`config.mk`:
```
export PLATFORM = sky130hd
export DESIGN_NAME = pmic_top_config_regs
export DESIGN_NICKNAME = d
export VERILOG_FILES = /design/src/inc/top_cfg_pkg.sv /design/src/core/bus_sync.sv /design/src/core/mode_pick.sv /design/src/core/pmic_top_config_regs.sv
export SDC_FILE = /design/constraint.sdc
export NUM_CORES = 1
export LEC_CHECK = 0
export ABC_AREA = 1
export BUFFER_PORTS_ARGS = -buffer_cell sky130_fd_sc_hd__buf_2
export CAP_MARGIN = 30
export CELL_PAD_IN_SITES_DETAIL_PLACEMENT = 0
export CELL_PAD_IN_SITES_GLOBAL_PLACEMENT = 1
export CORE_MARGIN = 5
export CORE_UTILIZATION = 42
export CTS_CLUSTER_DIAMETER = 30
export DETAILED_ROUTE_END_ITERATION = 10
export PLACE_DENSITY = 0.8
export SYNTH_ARGS = -nofsm -noshare
export SYNTH_HDL_FRONTEND = slang
export SYNTH_SLANG_ARGS = --single-unit
```
`constraint.sdc`:
```
create_clock -name sys_clk_i -period 2.4 [get_ports sys_clk_i]
set_clock_uncertainty 0.2 [all_clocks]
set_input_delay 0.24 -clock sys_clk_i [delete_from_list [all_inputs] [get_ports sys_clk_i]]
set_output_delay 0.24 -clock sys_clk_i [all_outputs]
set_load 0.005 [all_outputs]
```
`src/inc/top_cfg_pkg.sv`:
```
package top_cfg_pkg;

   // register byte offsets on the serial bus
   localparam logic [7:0] OFF_CFG1 = 8'h0a;
   localparam logic [7:0] OFF_CFG2 = 8'h0b;
   localparam logic [7:0] OFF_CFG3 = 8'h0c;

   // reset values
   localparam logic [7:0] RST_CFG1 = 8'h89;
   localparam logic [7:0] RST_CFG2 = 8'hce;
   localparam logic [7:0] RST_CFG3 = 8'h01;
   localparam logic [7:0] RST_NONE = 8'h00;

   // field positions in input_source_protect_cfg
   localparam int SRC_LSB  = 4;
   localparam int OVP_BIT  = 2;
   localparam int INLK_LSB = 0;

   // field positions in temp_and_rail_lockout_cfg
   localparam int RLK_LSB  = 6;
   localparam int TSD_LSB  = 2;
   localparam int WARN_LSB = 0;

   // field position in operating_mode_cfg
   localparam int MODE_LSB = 3;

   // bytes of one bus transaction
   localparam logic [1:0] PH_ADDR = 2'h0;
   localparam logic [1:0] PH_PTR  = 2'h1;
   localparam logic [1:0] PH_DATA = 2'h2;

   // bits in one byte
   localparam logic [3:0] BYTE_BITS = 4'h8;

   // idle level of the bus lines
   localparam logic [1:0] BUS_IDLE = 2'h3;

endpackage

```
`src/core/bus_sync.sv`:
```
`timescale 1ns/1ps
module bus_sync #(
   parameter int           W   = 2,
   parameter logic [W-1:0] RST = '0
) (
   // clock and reset
   input  wire logic         sys_clk_i,
   input  wire logic         nrst_i,
   // asynchronous level in, settled level out
   input  wire logic [W-1:0] d_i,
   output logic [W-1:0]      q_o
);

   typedef struct packed {
      logic [W-1:0] s1;
      logic [W-1:0] s2;
      logic [W-1:0] s3;
      logic [W-1:0] q;
   } sync_s;

   sync_s r;
   sync_s next_r;

   // only a bit on which the second and third stages agree is passed on
   always_comb begin
      next_r    = r;
      next_r.s1 = d_i;
      next_r.s2 = r.s1;
      next_r.s3 = r.s2;
      for (int i = 0; i < W; i++) begin
         if (r.s2[i] == r.s3[i]) begin
            next_r.q[i] = r.s2[i];
         end
      end
   end

   always_ff @(posedge sys_clk_i or negedge nrst_i) begin
      if (!nrst_i) begin
         r <= {RST, RST, RST, RST};
      end else begin
         r <= next_r;
      end
   end

   assign q_o = r.q;

endmodule

```
`src/core/mode_pick.sv`:
```
`timescale 1ns/1ps
module mode_pick (
   // clock and reset
   input  wire logic       sys_clk_i,
   input  wire logic       nrst_i,
   // mode sources
   input  wire logic       pin_mode_source_enable_i,
   input  wire logic [1:0] pin_mode_i,
   input  wire logic [1:0] reg_mode_i,
   // applied mode code
   output logic [1:0]      op_mode_o
);

   typedef struct packed {
      logic [1:0] mode;
   } mode_s;

   mode_s r;
   mode_s next_r;

   always_comb begin
      next_r = r;
      if (pin_mode_source_enable_i) begin
         next_r.mode = pin_mode_i;
      end else begin
         next_r.mode = reg_mode_i;
      end
   end

   always_ff @(posedge sys_clk_i or negedge nrst_i) begin
      if (!nrst_i) begin
         r <= '0;
      end else begin
         r <= next_r;
      end
   end

   assign op_mode_o = r.mode;

endmodule

```
`src/core/pmic_top_config_regs.sv`:
```
`timescale 1ns/1ps
// Function
// two-bit rail source: 00 either/adapter first, 01 battery, 10 adapter, 11 off; reset 00
// adapter over-voltage select, 0 is 5.50 V, 1 is 6.0 V; reset 0
// adapter lockout select 2.9/3.1/3.3/3.5 V for 00..11; reset 01
// rail lockout select in bits 7:6, 2.4 V to 2.7 V; reset 11
// thermal shutdown select 95..125 degrees, 111 reserved; reset 011
// die warning select in bits 1:0, 75..90 degrees; reset 10
// mode code comes from register bits or the two mode pins
// with pin selection off, mode equals register bits high:low; both reset 0
// all three registers read and write over the bus and read back
// host avoids the reserved shutdown code and the rail disconnect code
module pmic_top_config_regs #(
   parameter logic [6:0] DEV_ADDR = 7'h2a  // arbitrary bus address
) (
   // clock and reset
   input  wire logic       sys_clk_i,
   input  wire logic       nrst_i,
   // serial bus pins, data line open drain
   input  wire logic       scl_i,
   input  wire logic       sda_i,
   output logic            sda_o,
   output logic            sda_oe_n_o,
   // mode selection
   input  wire logic [1:0] mode_select_pin_i,
   input  wire logic       pin_mode_source_enable_i,
   // select codes to the analog blocks
   output logic [1:0]      system_rail_source_select_o,
   output logic            input_overvoltage_threshold_o,
   output logic [1:0]      input_lockout_threshold_o,
   output logic [1:0]      rail_lockout_threshold_o,
   output logic [2:0]      thermal_shutdown_threshold_o,
   output logic [1:0]      die_temp_warning_threshold_o,
   output logic [1:0]      op_mode_o
);

   typedef enum logic [2:0] {
      st_idle,
      st_rx,
      st_ack,
      st_tx,
      st_tx_ack,
      st_tx_next
   } bus_state_e;

   typedef struct packed {
      bus_state_e st;
      logic       scl_q;
      logic       sda_q;
      logic [3:0] bitcnt;
      logic [7:0] shreg;
      logic [1:0] phase;
      logic       rw;
      logic [7:0] ptr;
      logic [7:0] cfg1;
      logic [7:0] cfg2;
      logic [7:0] cfg3;
      logic       sda_oe_n;
   } bank_s;

   function automatic logic [7:0] rd_mux(input logic [7:0] p,
                                         input logic [7:0] c1,
                                         input logic [7:0] c2,
                                         input logic [7:0] c3);
      logic [7:0] b;
      b = top_cfg_pkg::RST_NONE;
      if (p == top_cfg_pkg::OFF_CFG1) begin
         b = c1;
      end else if (p == top_cfg_pkg::OFF_CFG2) begin
         b = c2;
      end else if (p == top_cfg_pkg::OFF_CFG3) begin
         b = c3;
      end
      return b;
   endfunction

   bank_s      r;
   bank_s      next_r;
   logic       scl_f;
   logic       sda_f;
   logic [1:0] mode_pins;
   logic       scl_rise;
   logic       scl_fall;
   logic       bus_start;
   logic       bus_stop;
   logic       wr_en;
   logic [7:0] wr_ptr;
   logic [7:0] wr_byte;
   logic       load_tx;
   logic [7:0] rd_byte;

   bus_sync #(
      .W   (2),
      .RST (top_cfg_pkg::BUS_IDLE)
   ) u_bus_sync (
      .sys_clk_i (sys_clk_i),
      .nrst_i    (nrst_i),
      .d_i       ({scl_i, sda_i}),
      .q_o       ({scl_f, sda_f})
   );

   bus_sync #(
      .W   (2),
      .RST (2'h0)
   ) u_pin_sync (
      .sys_clk_i (sys_clk_i),
      .nrst_i    (nrst_i),
      .d_i       (mode_select_pin_i),
      .q_o       (mode_pins)
   );

   mode_pick u_mode_pick (
      .sys_clk_i                (sys_clk_i),
      .nrst_i                   (nrst_i),
      .pin_mode_source_enable_i (pin_mode_source_enable_i),
      .pin_mode_i               (mode_pins),
      .reg_mode_i               (r.cfg3[top_cfg_pkg::MODE_LSB +: 2]),
      .op_mode_o                (op_mode_o)
   );

   assign scl_rise  = scl_f & ~r.scl_q;
   assign scl_fall  = ~scl_f & r.scl_q;
   assign bus_start = scl_f & r.scl_q & r.sda_q & ~sda_f;
   assign bus_stop  = scl_f & r.scl_q & ~r.sda_q & sda_f;
   assign rd_byte   = rd_mux(r.ptr, r.cfg1, r.cfg2, r.cfg3);

   always_comb begin
      next_r       = r;
      next_r.scl_q = scl_f;
      next_r.sda_q = sda_f;
      wr_en        = 1'h0;
      wr_ptr       = r.ptr;
      wr_byte      = r.shreg;
      load_tx      = 1'h0;
      // a start or stop abandons any transfer, even in mid byte
      if (bus_start) begin
         next_r.st       = st_rx;
         next_r.bitcnt   = 4'h0;
         next_r.phase    = top_cfg_pkg::PH_ADDR;
         next_r.sda_oe_n = 1'h1;
      end else if (bus_stop) begin
         next_r.st       = st_idle;
         next_r.sda_oe_n = 1'h1;
      end else begin
         unique case (r.st)
            st_idle: begin
            end
            st_rx: begin
               if (scl_rise && r.bitcnt != top_cfg_pkg::BYTE_BITS) begin
                  next_r.shreg  = {r.shreg[6:0], sda_f};
                  next_r.bitcnt = r.bitcnt + 4'h1;
               end else if (scl_fall && r.bitcnt == top_cfg_pkg::BYTE_BITS) begin
                  next_r.bitcnt   = 4'h0;
                  next_r.st       = st_ack;
                  next_r.sda_oe_n = 1'h0;
                  unique case (r.phase)
                     top_cfg_pkg::PH_ADDR: begin
                        next_r.rw    = r.shreg[0];
                        next_r.phase = top_cfg_pkg::PH_PTR;
                        if (r.shreg[7:1] != DEV_ADDR) begin
                           next_r.st       = st_idle;
                           next_r.sda_oe_n = 1'h1;
                        end
                     end
                     top_cfg_pkg::PH_PTR: begin
                        next_r.ptr   = r.shreg;
                        next_r.phase = top_cfg_pkg::PH_DATA;
                     end
                     default: begin
                        wr_en      = 1'h1;
                        next_r.ptr = r.ptr + 8'h01;
                     end
                  endcase
               end
            end
            st_ack: begin
               if (scl_fall) begin
                  next_r.sda_oe_n = 1'h1;
                  if (r.rw) begin
                     load_tx = 1'h1;
                  end else begin
                     next_r.st = st_rx;
                  end
               end
            end
            st_tx: begin
               if (scl_fall) begin
                  if (r.bitcnt == top_cfg_pkg::BYTE_BITS) begin
                     next_r.sda_oe_n = 1'h1;
                     next_r.st       = st_tx_ack;
                  end else begin
                     next_r.sda_oe_n = r.shreg[7];
                     next_r.shreg    = {r.shreg[6:0], 1'h0};
                     next_r.bitcnt   = r.bitcnt + 4'h1;
                  end
               end
            end
            st_tx_ack: begin
               // a not-acknowledge ends the read; the bus waits for stop
               if (scl_rise) begin
                  next_r.st = sda_f ? st_idle : st_tx_next;
               end
            end
            st_tx_next: begin
               if (scl_fall) begin
                  load_tx = 1'h1;
               end
            end
            default: begin
               next_r.st       = st_idle;
               next_r.sda_oe_n = 1'h1;
            end
         endcase
      end
      // unmapped pointers are acknowledged but store nothing
      if (wr_en) begin
         if (wr_ptr == top_cfg_pkg::OFF_CFG1) begin
            next_r.cfg1 = wr_byte;
         end else if (wr_ptr == top_cfg_pkg::OFF_CFG2) begin
            next_r.cfg2 = wr_byte;
         end else if (wr_ptr == top_cfg_pkg::OFF_CFG3) begin
            next_r.cfg3 = wr_byte;
         end
      end
      if (load_tx) begin
         next_r.sda_oe_n = rd_byte[7];
         next_r.shreg    = {rd_byte[6:0], 1'h0};
         next_r.bitcnt   = 4'h1;
         next_r.ptr      = r.ptr + 8'h01;
         next_r.st       = st_tx;
      end
   end

   always_ff @(posedge sys_clk_i or negedge nrst_i) begin
      if (!nrst_i) begin
         r          <= '0;
         r.st       <= st_idle;
         r.scl_q    <= 1'h1;
         r.sda_q    <= 1'h1;
         r.phase    <= top_cfg_pkg::PH_ADDR;
         r.cfg1     <= top_cfg_pkg::RST_CFG1;
         r.cfg2     <= top_cfg_pkg::RST_CFG2;
         r.cfg3     <= top_cfg_pkg::RST_CFG3;
         r.sda_oe_n <= 1'h1;
      end else begin
         r <= next_r;
      end
   end

   // the line is only ever pulled low; the enable decides
   assign sda_o                         = 1'h0;
   assign sda_oe_n_o                    = r.sda_oe_n;
   assign system_rail_source_select_o   = r.cfg1[top_cfg_pkg::SRC_LSB +: 2];
   assign input_overvoltage_threshold_o = r.cfg1[top_cfg_pkg::OVP_BIT];
   assign input_lockout_threshold_o     = r.cfg1[top_cfg_pkg::INLK_LSB +: 2];
   assign rail_lockout_threshold_o      = r.cfg2[top_cfg_pkg::RLK_LSB +: 2];
   assign thermal_shutdown_threshold_o  = r.cfg2[top_cfg_pkg::TSD_LSB +: 3];
   assign die_temp_warning_threshold_o  = r.cfg2[top_cfg_pkg::WARN_LSB +: 2];
endmodule

```
After elaboration in Yosys (flattened, before gate mapping)
Index checks and enable logic that the tools add are counted.
Storage, ports and cells
  register bits after elaboration: 71
  input bits: 7
  output and inout bits: 16
  logic and storage cells: 163
Cells by class
  add/sub/neg operators: 2
  equality and inequality tests: 38
  muxes and demuxes: 60
  bitwise logic cells: 16
  reduce and logical (&&, ||, !) cells: 24
Operators with widths (count)
  two-way mux 8 bit: 7
  != test 5 bit (second input constant): 8
  two-way mux 12 bit: 3
  two-way mux 3 bit: 12
  two-way mux 11 bit: 3
  equality test 8 x 4 -> 1 bit (second input constant): 3
  one-hot mux 12 bit (2 select lines): 1
  two-way mux 23 bit: 1
  two-way mux 1 bit: 22
  AND reduction 6 bit: 3
  one-hot mux 8 bit (2 select lines): 1
  one-hot mux 3 bit (5 select lines): 1
  AND reduction 5 bit: 3
  two-way mux 4 bit: 3
  != test 4 bit (second input constant): 3
  != test 3 bit (second input constant): 3
  inverter 1 bit: 9
  adder 8 x 1 -> 8 bit (second input constant): 1
  != test 2 bit (second input constant): 4
  != test 4 x 1 -> 1 bit (second input constant): 2
  AND reduction 8 bit: 1
  nonzero test 2 bit: 4
  bitwise AND 1 bit: 7
  != test 7 x 6 -> 1 bit (second input constant): 1
  other kinds (23): 34

Logic depth before layout (Yosys ltp)
Gate-level depths: netlist (run 1).
  word-level depth: 9
  depth in mapped cells: 12
  depth with buffers taken out: 11

Modules after synthesis
From an unflattened synthesis (run 1), not the netlist that was laid out.
Second synthesis, totals
  cell total of the unflattened synthesis: 550
  area, all modules: 4150.2 µm²
By module, submodules not included
  pmic_top_config_regs: times used 1, cells an instance 505, area an instance 3568.4 µm², seq. area each 1341.3 µm²
  bus_sync at u_bus_sync: times used 1, cells an instance 18, area an instance 257.7 µm², seq. area each 210.2 µm²
  bus_sync at u_pin_sync: times used 1, cells an instance 18, area an instance 247.7 µm², seq. area each 200.2 µm²
  mode_pick: times used 1, cells an instance 9, area an instance 76.3 µm², seq. area each 50.0 µm²

Least setup slack after synthesis (run 1)
Ideal clock, no wire load.
  kind: reg2reg
  start: reg r[44] in the netlist's numbering
  end: reg r[8] in the netlist's numbering
  setup time: 0.122 ns
  data arrival time: 1.486 ns
  required time: 2.078 ns
  setup slack: 0.592 ns
  stages on the path, launching flop included: 11
  buffers on the path: 1
  period minus slack after synthesis: 1.808 ns
  path through: dfrtp_1 > inv_1 > ha_1 > nand3_4 > nor2_4 > nand2_4 > nor2_8 > nand4_4 > buf_6 > nand2_2 > o21ai_2
Between the ends
  word-level cells in the longest chain between the ends: 8
  elaborated cells on any way between the ends: 10
  those cells by class: eq/ne: 2; mux: 5; reduce/logical: 3
RTL lines
  from (decl): line pmic_top_config_regs.sv:77  | bank_s r;
  from (signal assigned): line pmic_top_config_regs.sv:246  | r <= next_r;
  equality test 4 bit: line pmic_top_config_regs.sv:152  | end else if (scl_fall && r.bitcnt == top_cfg_pkg::BYTE_BITS) begin
  logical AND 1 bit: line pmic_top_config_regs.sv:152
  two-way mux 1 bit: line pmic_top_config_regs.sv:152
  two-way mux 1 bit (*): line pmic_top_config_regs.sv:149  | if (scl_rise && r.bitcnt != top_cfg_pkg::BYTE_BITS) begin
  two-way mux 1 bit (*): line pmic_top_config_regs.sv:145  | unique case (r.st)
  two-way mux 1 bit (*): line pmic_top_config_regs.sv:141  | end else if (bus_stop) begin
  two-way mux 1 bit (*): line pmic_top_config_regs.sv:136  | if (bus_start) begin
  AND reduction 4 bit (no line) (*)
Mark *: on every way between the ends. The rest lies on a longest branch, timed or not.
A chain may end at the register's enable or synchronous reset.

Final worst setup path (run 1)
  start: reg r (netlist bit wr_ptr[0])
  end: reg r[4] in the netlist's numbering
Between the ends
  word-level cells in the longest chain between the ends: 3
  elaborated cells on any way between the ends: 6
  those cells by class: eq/ne: 3; bitwise: 2; reduce/logical: 1
RTL lines (line)
  equality test 8 x 4 -> 1 bit (on tied branches): pmic_top_config_regs.sv:219, pmic_top_config_regs.sv:217
  inverter 1 bit (no line)
  AND reduction 4 bit (no line) (*)
Marked as above.

==> impl_metrics.yaml, run 1 <==
status:
  outcome: "complete, no violations"
synthesis:
  syn_nets: 504
  syn_area_per_cell_um2: 8.232
  synth_warnings: 0
  syn_inst: 492
  yosysUniqueCellTypes: 38
  synthAdderAreaFrac_pct: 2.533
  yosysTopAreaCell: "dfrtp_1"
  yosysSeqAreaShare_pct: 44.49
  synth_area_leaders: "dfrtp_1 (32%), nand2_1 (14%), dfstp_2 (13%)"
  ys_ff_latch: 71
  synth_top_family_by_area: "simple AND/OR/NAND/NOR gates"
  synth-simple-area-share_pct: 33.30
  synth_top_cell_area_share_pct: 31.51
  synthesis.area_um2: 4050
  synth_mux_area_share_pct: 0.5561
  synth_compound_area_share_pct: 9.639
  synthXorXnorAreaFrac_pct: 0.6487
die:
  initial_core_util_pct: 43.42
  coreArea_um2: 9328
  num_io_pins: 23
  die_y_um: 108.2
  std_cell_rows: 35
  dieArea_um2: 11710
  die_w_um: 108.2
clock_tree:
  cts_tree: "done"
  clk_pin_slew_ns: 0.08
  cts-root-buf: "clkbuf_8"
  clockBufferDepth: 2
  cts_setup_buffers: 0
  htreeDepth: 3
  numCtsBuffers: 9
  clock_sinks: 71
  clk_latency_ns: 0.35
global_routing:
  grt_first_pass_wirelength_um: 15250
  track_usage_pct: 16.52
  grt_max_degree: 45
  antenna_found_initial: 0
  grt.overflow.total: 0
  grt_pass1_vias: 3109
worst_setup_path:
  r2r_slack_ns: 0.36
  worstReg2RegStart: "wr_ptr[0]$_DFFE_PN0P_"
  cp_max_fo: 16
  cpMaxStageDelayCell: "dfrtp_1"
  crit_arrival_ns: 2.08
  criticalPathCategory: "reg2reg"
  critPathRequiredTime_ns: 2.45
  worstSetupEndpointType: "register"
  crit_chain: "inv_1, ha_1, inv_1, nor2_2, nand4_4, nand2_1, o21ai_2"
  critical_path.most_common_cell: "inv_1"
  reg2regPathDepth: 7
  r2r_end: "r[4]$_DFFE_PN0P_"
  critPathMaxStageDelay_ns: 0.42
  cp-start-kind: "register"
cells_and_area:
  postLayoutCellArea_um2: 4436
  final_util_pct: 47.55
  final_cell_mix: "nand2_1 (148), dfrtp_1 (51), nand3_1 (46), nor2_1 (38), inv_1 (33)"
  diodes: 0
  final_common_cell: "nand2_1"
  drive_gt1_share_pct: 24.08
  layout.nets: 526
  area_growth_pct: 9.515
sta:
  setup_ws_ns: 0.3607
  slew_headroom_pct: 63.82
  rsz0062_at_grt: "no"
  worst_slew_pin_slew_ns: 0.5426
  finalMaxSlewViolations: 0
  setup_viol: 0
  period_needed_ns: 2.039
  finalCritPeriodShare_pct: 84.97
  max_freq_ghz: 0.4904
  tns_ns: 0
  whs_ns: 0.1517
  hold_violations: 0
power_and_ir_drop:
  peakVddDrop_mv: 0.4309
  cellPowerDensity_nw_per_um2: 668.1
  swShare_pct: 33.41
  p_int_mw: 1.973
  p_sw_mw: 0.9900
  pwr-share-seq_pct: 48.5
  comb_power_share_pct: 19.0
  p_leak_nw: 2.150
  clkPwrFrac_pct: 32.5
placement:
  dpl_cell_area_um2: 4180
  place_ws_ns: 0.3674
  portBuffers: 21
  gp_congestion: 0.8500
  dp_hpwl_um: 6511
detailed_routing:
  ant_nets: 0
  drt-total-wl_um: 9005
  via_per_inst: 4.867
  drt_iter0_markers: 202
  drcViolationCount: 0
  wl_per_cell_um: 13.90
  first_pass_iters: 4
  vias: 3154
worst_hold_path:
  min_from: "u_pin_sync.next_r[4]$_DFF_PN0_"
  worstHoldPathCells: 0
  hold_end: "u_pin_sync.next_r[2]$_DFF_PN0_"
  hold_path_class: "reg2reg"
run:
  maxCapViolations: 0
[layout make-up]
class,count,area (um^2)
multi-input cells,355,1894
fillers,914,4892
clock inverters,6,67.56
repair buffers,33,210.2
clock buffers,10,127.6
flip-flops and latches,71,1802
inverters,44,172.7
well taps,129,161.4
[kinds of logic (layout without fill, tap and decap cells)]
kind of cell,after synthesis,after routing
AO/OA/AOI/OAI,61,61
XOR/XNOR,3,3
adder cells (fa/ha/maj),9,9
buffers and inverters,66,93
flip-flops,71,71
multiplexers,2,2
other,1,1
AND/OR/NAND/NOR,279,279
[worst max-delay path by stage]
| stage | startpoint | end | slack (ns) | cells past startpoint |
|---|---|---|---|---|
| final | wr_ptr[0]$_DFFE_PN0P_ | r[4]$_DFFE_PN0P_ | 0.36 | 7 |
| after global routing | r[44]$_DFFE_PN0P_ | wr_ptr[6]$_DFFE_PN0P_ | 0.25 | 11 |
| after CTS | wr_ptr[0]$_DFFE_PN0P_ | r[4]$_DFFE_PN0P_ | 0.37 | 7 |
| after detailed placement | r[44]$_DFFE_PN0P_ | r[4]$_DFFE_PN0P_ | 0.37 | 9 |
| after global placement | r[49]$_DFF_PN1_ | wr_byte[0]$_DFFE_PN0P_ | 0.40 | 8 |
| after floorplan | r[44]$_DFFE_PN0P_ | r[8]$_DFFE_PN0P_ | 0.59 | 10 |
[per-stage QoR]
stage,total power [mW],cells
after floorplan,1.816,492
after global placement,2.010,626
after detailed placement,2.016,626
after CTS,2.996,648
after global routing,3.147,648
final,2.963,648
[synth_stat cells]
cell      count
nand2_1     148
dfrtp_1      51
nand3_1      46
nor2_1       38
inv_1        33
dfstp_2      20
o21ai_2      17
o21ai_0      16
buf_4        14
a21oi_1      12
nand2_2       9
o21ai_1       8
inv_2         7
nand4_1       7
nor2_2        7
buf_6         6
a31oi_1       5
ha_1          5
nand2_4       5
nor2_4        5
nor3_1        5
maj3_1        4
inv_4         3
nand3_4       3
mux2_2        2
nand3b_1      2
nor2_8        2
xor2_1        2
a21oi_4       1
buf_2         1
clkbuf_1      1
clkinv_1      1
conb_1        1
nand3_2       1
nand4_4       1
o21bai_1      1
o22ai_1       1
xnor2_1       1
[power by group through the flow]
stage          registers (mW)  clock network, mW  logic (mW)
4_1_cts                  1.43              0.993       0.568
2_1_floorplan            1.41                  0       0.403
6_report                 1.44              0.964       0.563
5_1_grt                  1.46               1.05       0.635
3_3_place_gp             1.45                  0       0.557
3_5_place_dp             1.46                  0       0.559
[state kept, by name, indices dropped and copies added, names as in the netlist]
register,flops
sda_oe_n_o,1
u_bus_sync.next_r,4
u_pin_sync.q_o,2
wr_ptr,8
rail_lockout_threshold_o,2
u_pin_sync.r,2
u_mode_pick.op_mode_o,2
wr_byte,8
input_overvoltage_threshold_o,1
thermal_shutdown_threshold_o,3
system_rail_source_select_o,2
input_lockout_threshold_o,2
die_temp_warning_threshold_o,2
u_pin_sync.next_r,4
u_bus_sync.q_o,2
r,24
u_bus_sync.r,2
[routing by layer]
| metal | part of all wire (%) | routed length (um) | global-route usage [%] | up-vias |
|---|---|---|---|---|
| met5 | 0 | 0 | 0 | - |
| met1 | 50 | 4468 | 22.96 | 1471 |
| met3 | 2.7 | 247 | 3.761 | 10 |
| li1 | - | - | - | 1628 |
| met4 | 1.3 | 113 | 4.418 | 0 |
| met2 | 46 | 4176 | 26.07 | 45 |
[worst max-delay path, delay by kind of cell, from the launching register on]
kind                       cells  cell delay [ns]
adders and majority gates      1             0.17
AOI/OAI and AO/OA              1             0.07
DFF                            1             0.42
buffers and inverters          2             0.19
and+or+nand+nor                3             0.88
[what timing repair did]
| action | CTS | global route |
|---|---|---|
| hold endpoints to repair | 59 | 0 |
| gates resized for setup | 0 | 0 |
| hold buffers | 6 | 0 |
No activity file was read; power rests on OpenSTA's default activity.
==> run 2, diff against run 1 <==
==> constraint.sdc (replaced) <==
create_clock -name sys_clk_i -period 1.9 [get_ports sys_clk_i]
set_clock_uncertainty 0.2 [all_clocks]
set_input_delay 0.19 -clock sys_clk_i [delete_from_list [all_inputs] [get_ports sys_clk_i]]
set_output_delay 0.19 -clock sys_clk_i [all_outputs]
set_load 0.005 [all_outputs]
==> impl_metrics.yaml, run 2 (synthesis results as in run 1) <==
detailed_routing:
  ant_nets: 0
  vias: 3339
  drcViolationCount: 0
  drt-total-wl_um: 9507
  wl_per_cell_um: 13.84
  via_per_inst: 4.860
  first_pass_iters: 5
  drt_iter0_markers: 251
cells_and_area:
  final_util_pct: 53.35
  regMostFlops: "r"
  diodes: 0
  postLayoutCellArea_um2: 4976
  drive_gt1_share_pct: 34.77
  final_cell_mix: "nand2_1 (139), dfrtp_1 (47), nand3_1 (43), buf_4 (38), nor2_1 (32)"
  area_growth_pct: 22.86
  finalNonFillerCells: 687
  largest_reg_flops: 24
  final_common_cell: "nand2_1"
  layout.nets: 565
clock_tree:
  clk_latency_ns: 0.35
  clockBufferDepth: 2
  numCtsBuffers: 9
  htreeDepth: 3
  cts-root-buf: "clkbuf_8"
  cts_tree: "done"
  clk_pin_slew_ns: 0.09
  clock_sinks: 71
die:
  dieArea_um2: 11710
  die_y_um: 108.2
  die_w_um: 108.2
  initial_core_util_pct: 43.42
  coreArea_um2: 9328
  num_io_pins: 23
  std_cell_rows: 35
sta:
  whs_ns: 0.1367
  setup_viol: 0
  finalMaxSlewViolations: 0
  hold_violations: 0
  finalCritPeriodShare_pct: 97.49
  max_freq_ghz: 0.5399
  rsz0062_at_grt: "yes"
  tns_ns: 0
  period_needed_ns: 1.852
placement:
  dpl.cell_count: 656
  dp_hpwl_um: 6802
  portBuffers: 21
  gp_congestion: 0.8633
  dpl_cell_area_um2: 4431
worst_setup_path:
  crit_arrival_ns: 1.92
  worstSetupEndpointType: "register"
  reg2regPathDepth: 8
  worstReg2RegStart: "r[49]$_DFF_PN1_"
  r2r_end: "wr_ptr[2]$_DFFE_PN0P_"
  cp_max_fo: 7
  r2r_slack_ns: 0.05
  criticalPathCategory: "reg2reg"
  cp-start-kind: "register"
  critPathRequiredTime_ns: 1.97
status:
  outcome: "complete, no violations"
worst_hold_path:
  min_from: "u_pin_sync.next_r[5]$_DFF_PN0_"
  hold_end: "u_pin_sync.next_r[3]$_DFF_PN0_"
  worstHoldPathCells: 0
  hold_path_class: "reg2reg"
global_routing:
  antenna_found_initial: 0
  grt_first_pass_wirelength_um: 16030
  grt.overflow.total: 0
  grt_max_degree: 72
  grt_pass1_vias: 3272
  track_usage_pct: 17.32
run:
  maxCapViolations: 0
power_and_ir_drop:
  p_leak_nw: 2.400
  peakVddDrop_mv: 0.5875
  cellPowerDensity_nw_per_um2: 822.0
run 2: power breakdown:
part	switching [mW]	internal [mW]
registers	0.139	1.67
logic	0.574	0.341
clock network	0.589	0.779
total	1.30	2.79
run 2: metal layers:
layer	global-route usage, %	vias to the layer above	part of all wire [%]
met5	0	-	0
met3	3.045	7	2.5
met4	4.058	0	0.94
met1	24.99	1594	49
met2	27.22	36	48
li1	-	1702	-
run 2: cell type report:
type,instances,area (um^2)
Inverter,44,182.7
Sequential cell,71,1807
Clock inverter,5,81.33
Clock buffer,11,141.4
Timing Repair Buffer,71,544.3
Fill cell,885,4352
Multi-Input combinational cell,356,2058
Tap cell,129,161.4
run 2: worst max path at each step:
stage / slack, ns / endpoint / from
final: 0.05 / wr_ptr[2]$_DFFE_PN0P_ / r[49]$_DFF_PN1_
after detailed placement: -0.06 / input_overvoltage_threshold_o$_DFFE_PN0P_ / r[44]$_DFFE_PN0P_
after global routing: -0.07 / wr_ptr[2]$_DFFE_PN0P_ / r[49]$_DFF_PN1_
after CTS: -0.007 / wr_ptr[3]$_DFFE_PN0P_ / u_bus_sync.q_o[1]$_DFFE_PN1N_
after global placement: 0.001 / r[2]$_DFFE_PN0P_ / r[44]$_DFFE_PN0P_
after floorplan: 0.09 / r[8]$_DFFE_PN0P_ / r[44]$_DFFE_PN0P_
run 2: timing repair:
action,in CTS,in global routing
gates resized for setup,3,52
endpoints found under the hold margin,77,0
gates cloned,0,1
setup buffers,1,7
endpoints found under the setup margin,18,42
hold buffers,6,0
pin swaps,1,17
run 2: critical path, stage by stage (launching register included):
cell	delay [ns]
dfstp_2	0.66
nand3_2	0.14
nor2_4	0.16
nor2_4	0.08
buf_6	0.13
buf_4	0.14
nand2_1	0.07
nand2_1	0.05
a31oi_1	0.15
run 2: per-stage QoR:
stage / power [mW] / setup slack [ns]
finish: 4.090 / 0.04769
global route: 4.325 / -0.06964
CTS: 4.044 / -0.007260
detailed placement: 2.658 / -0.06315
global placement: 2.633 / 0.001442
floorplan: 2.294 / 0.09175
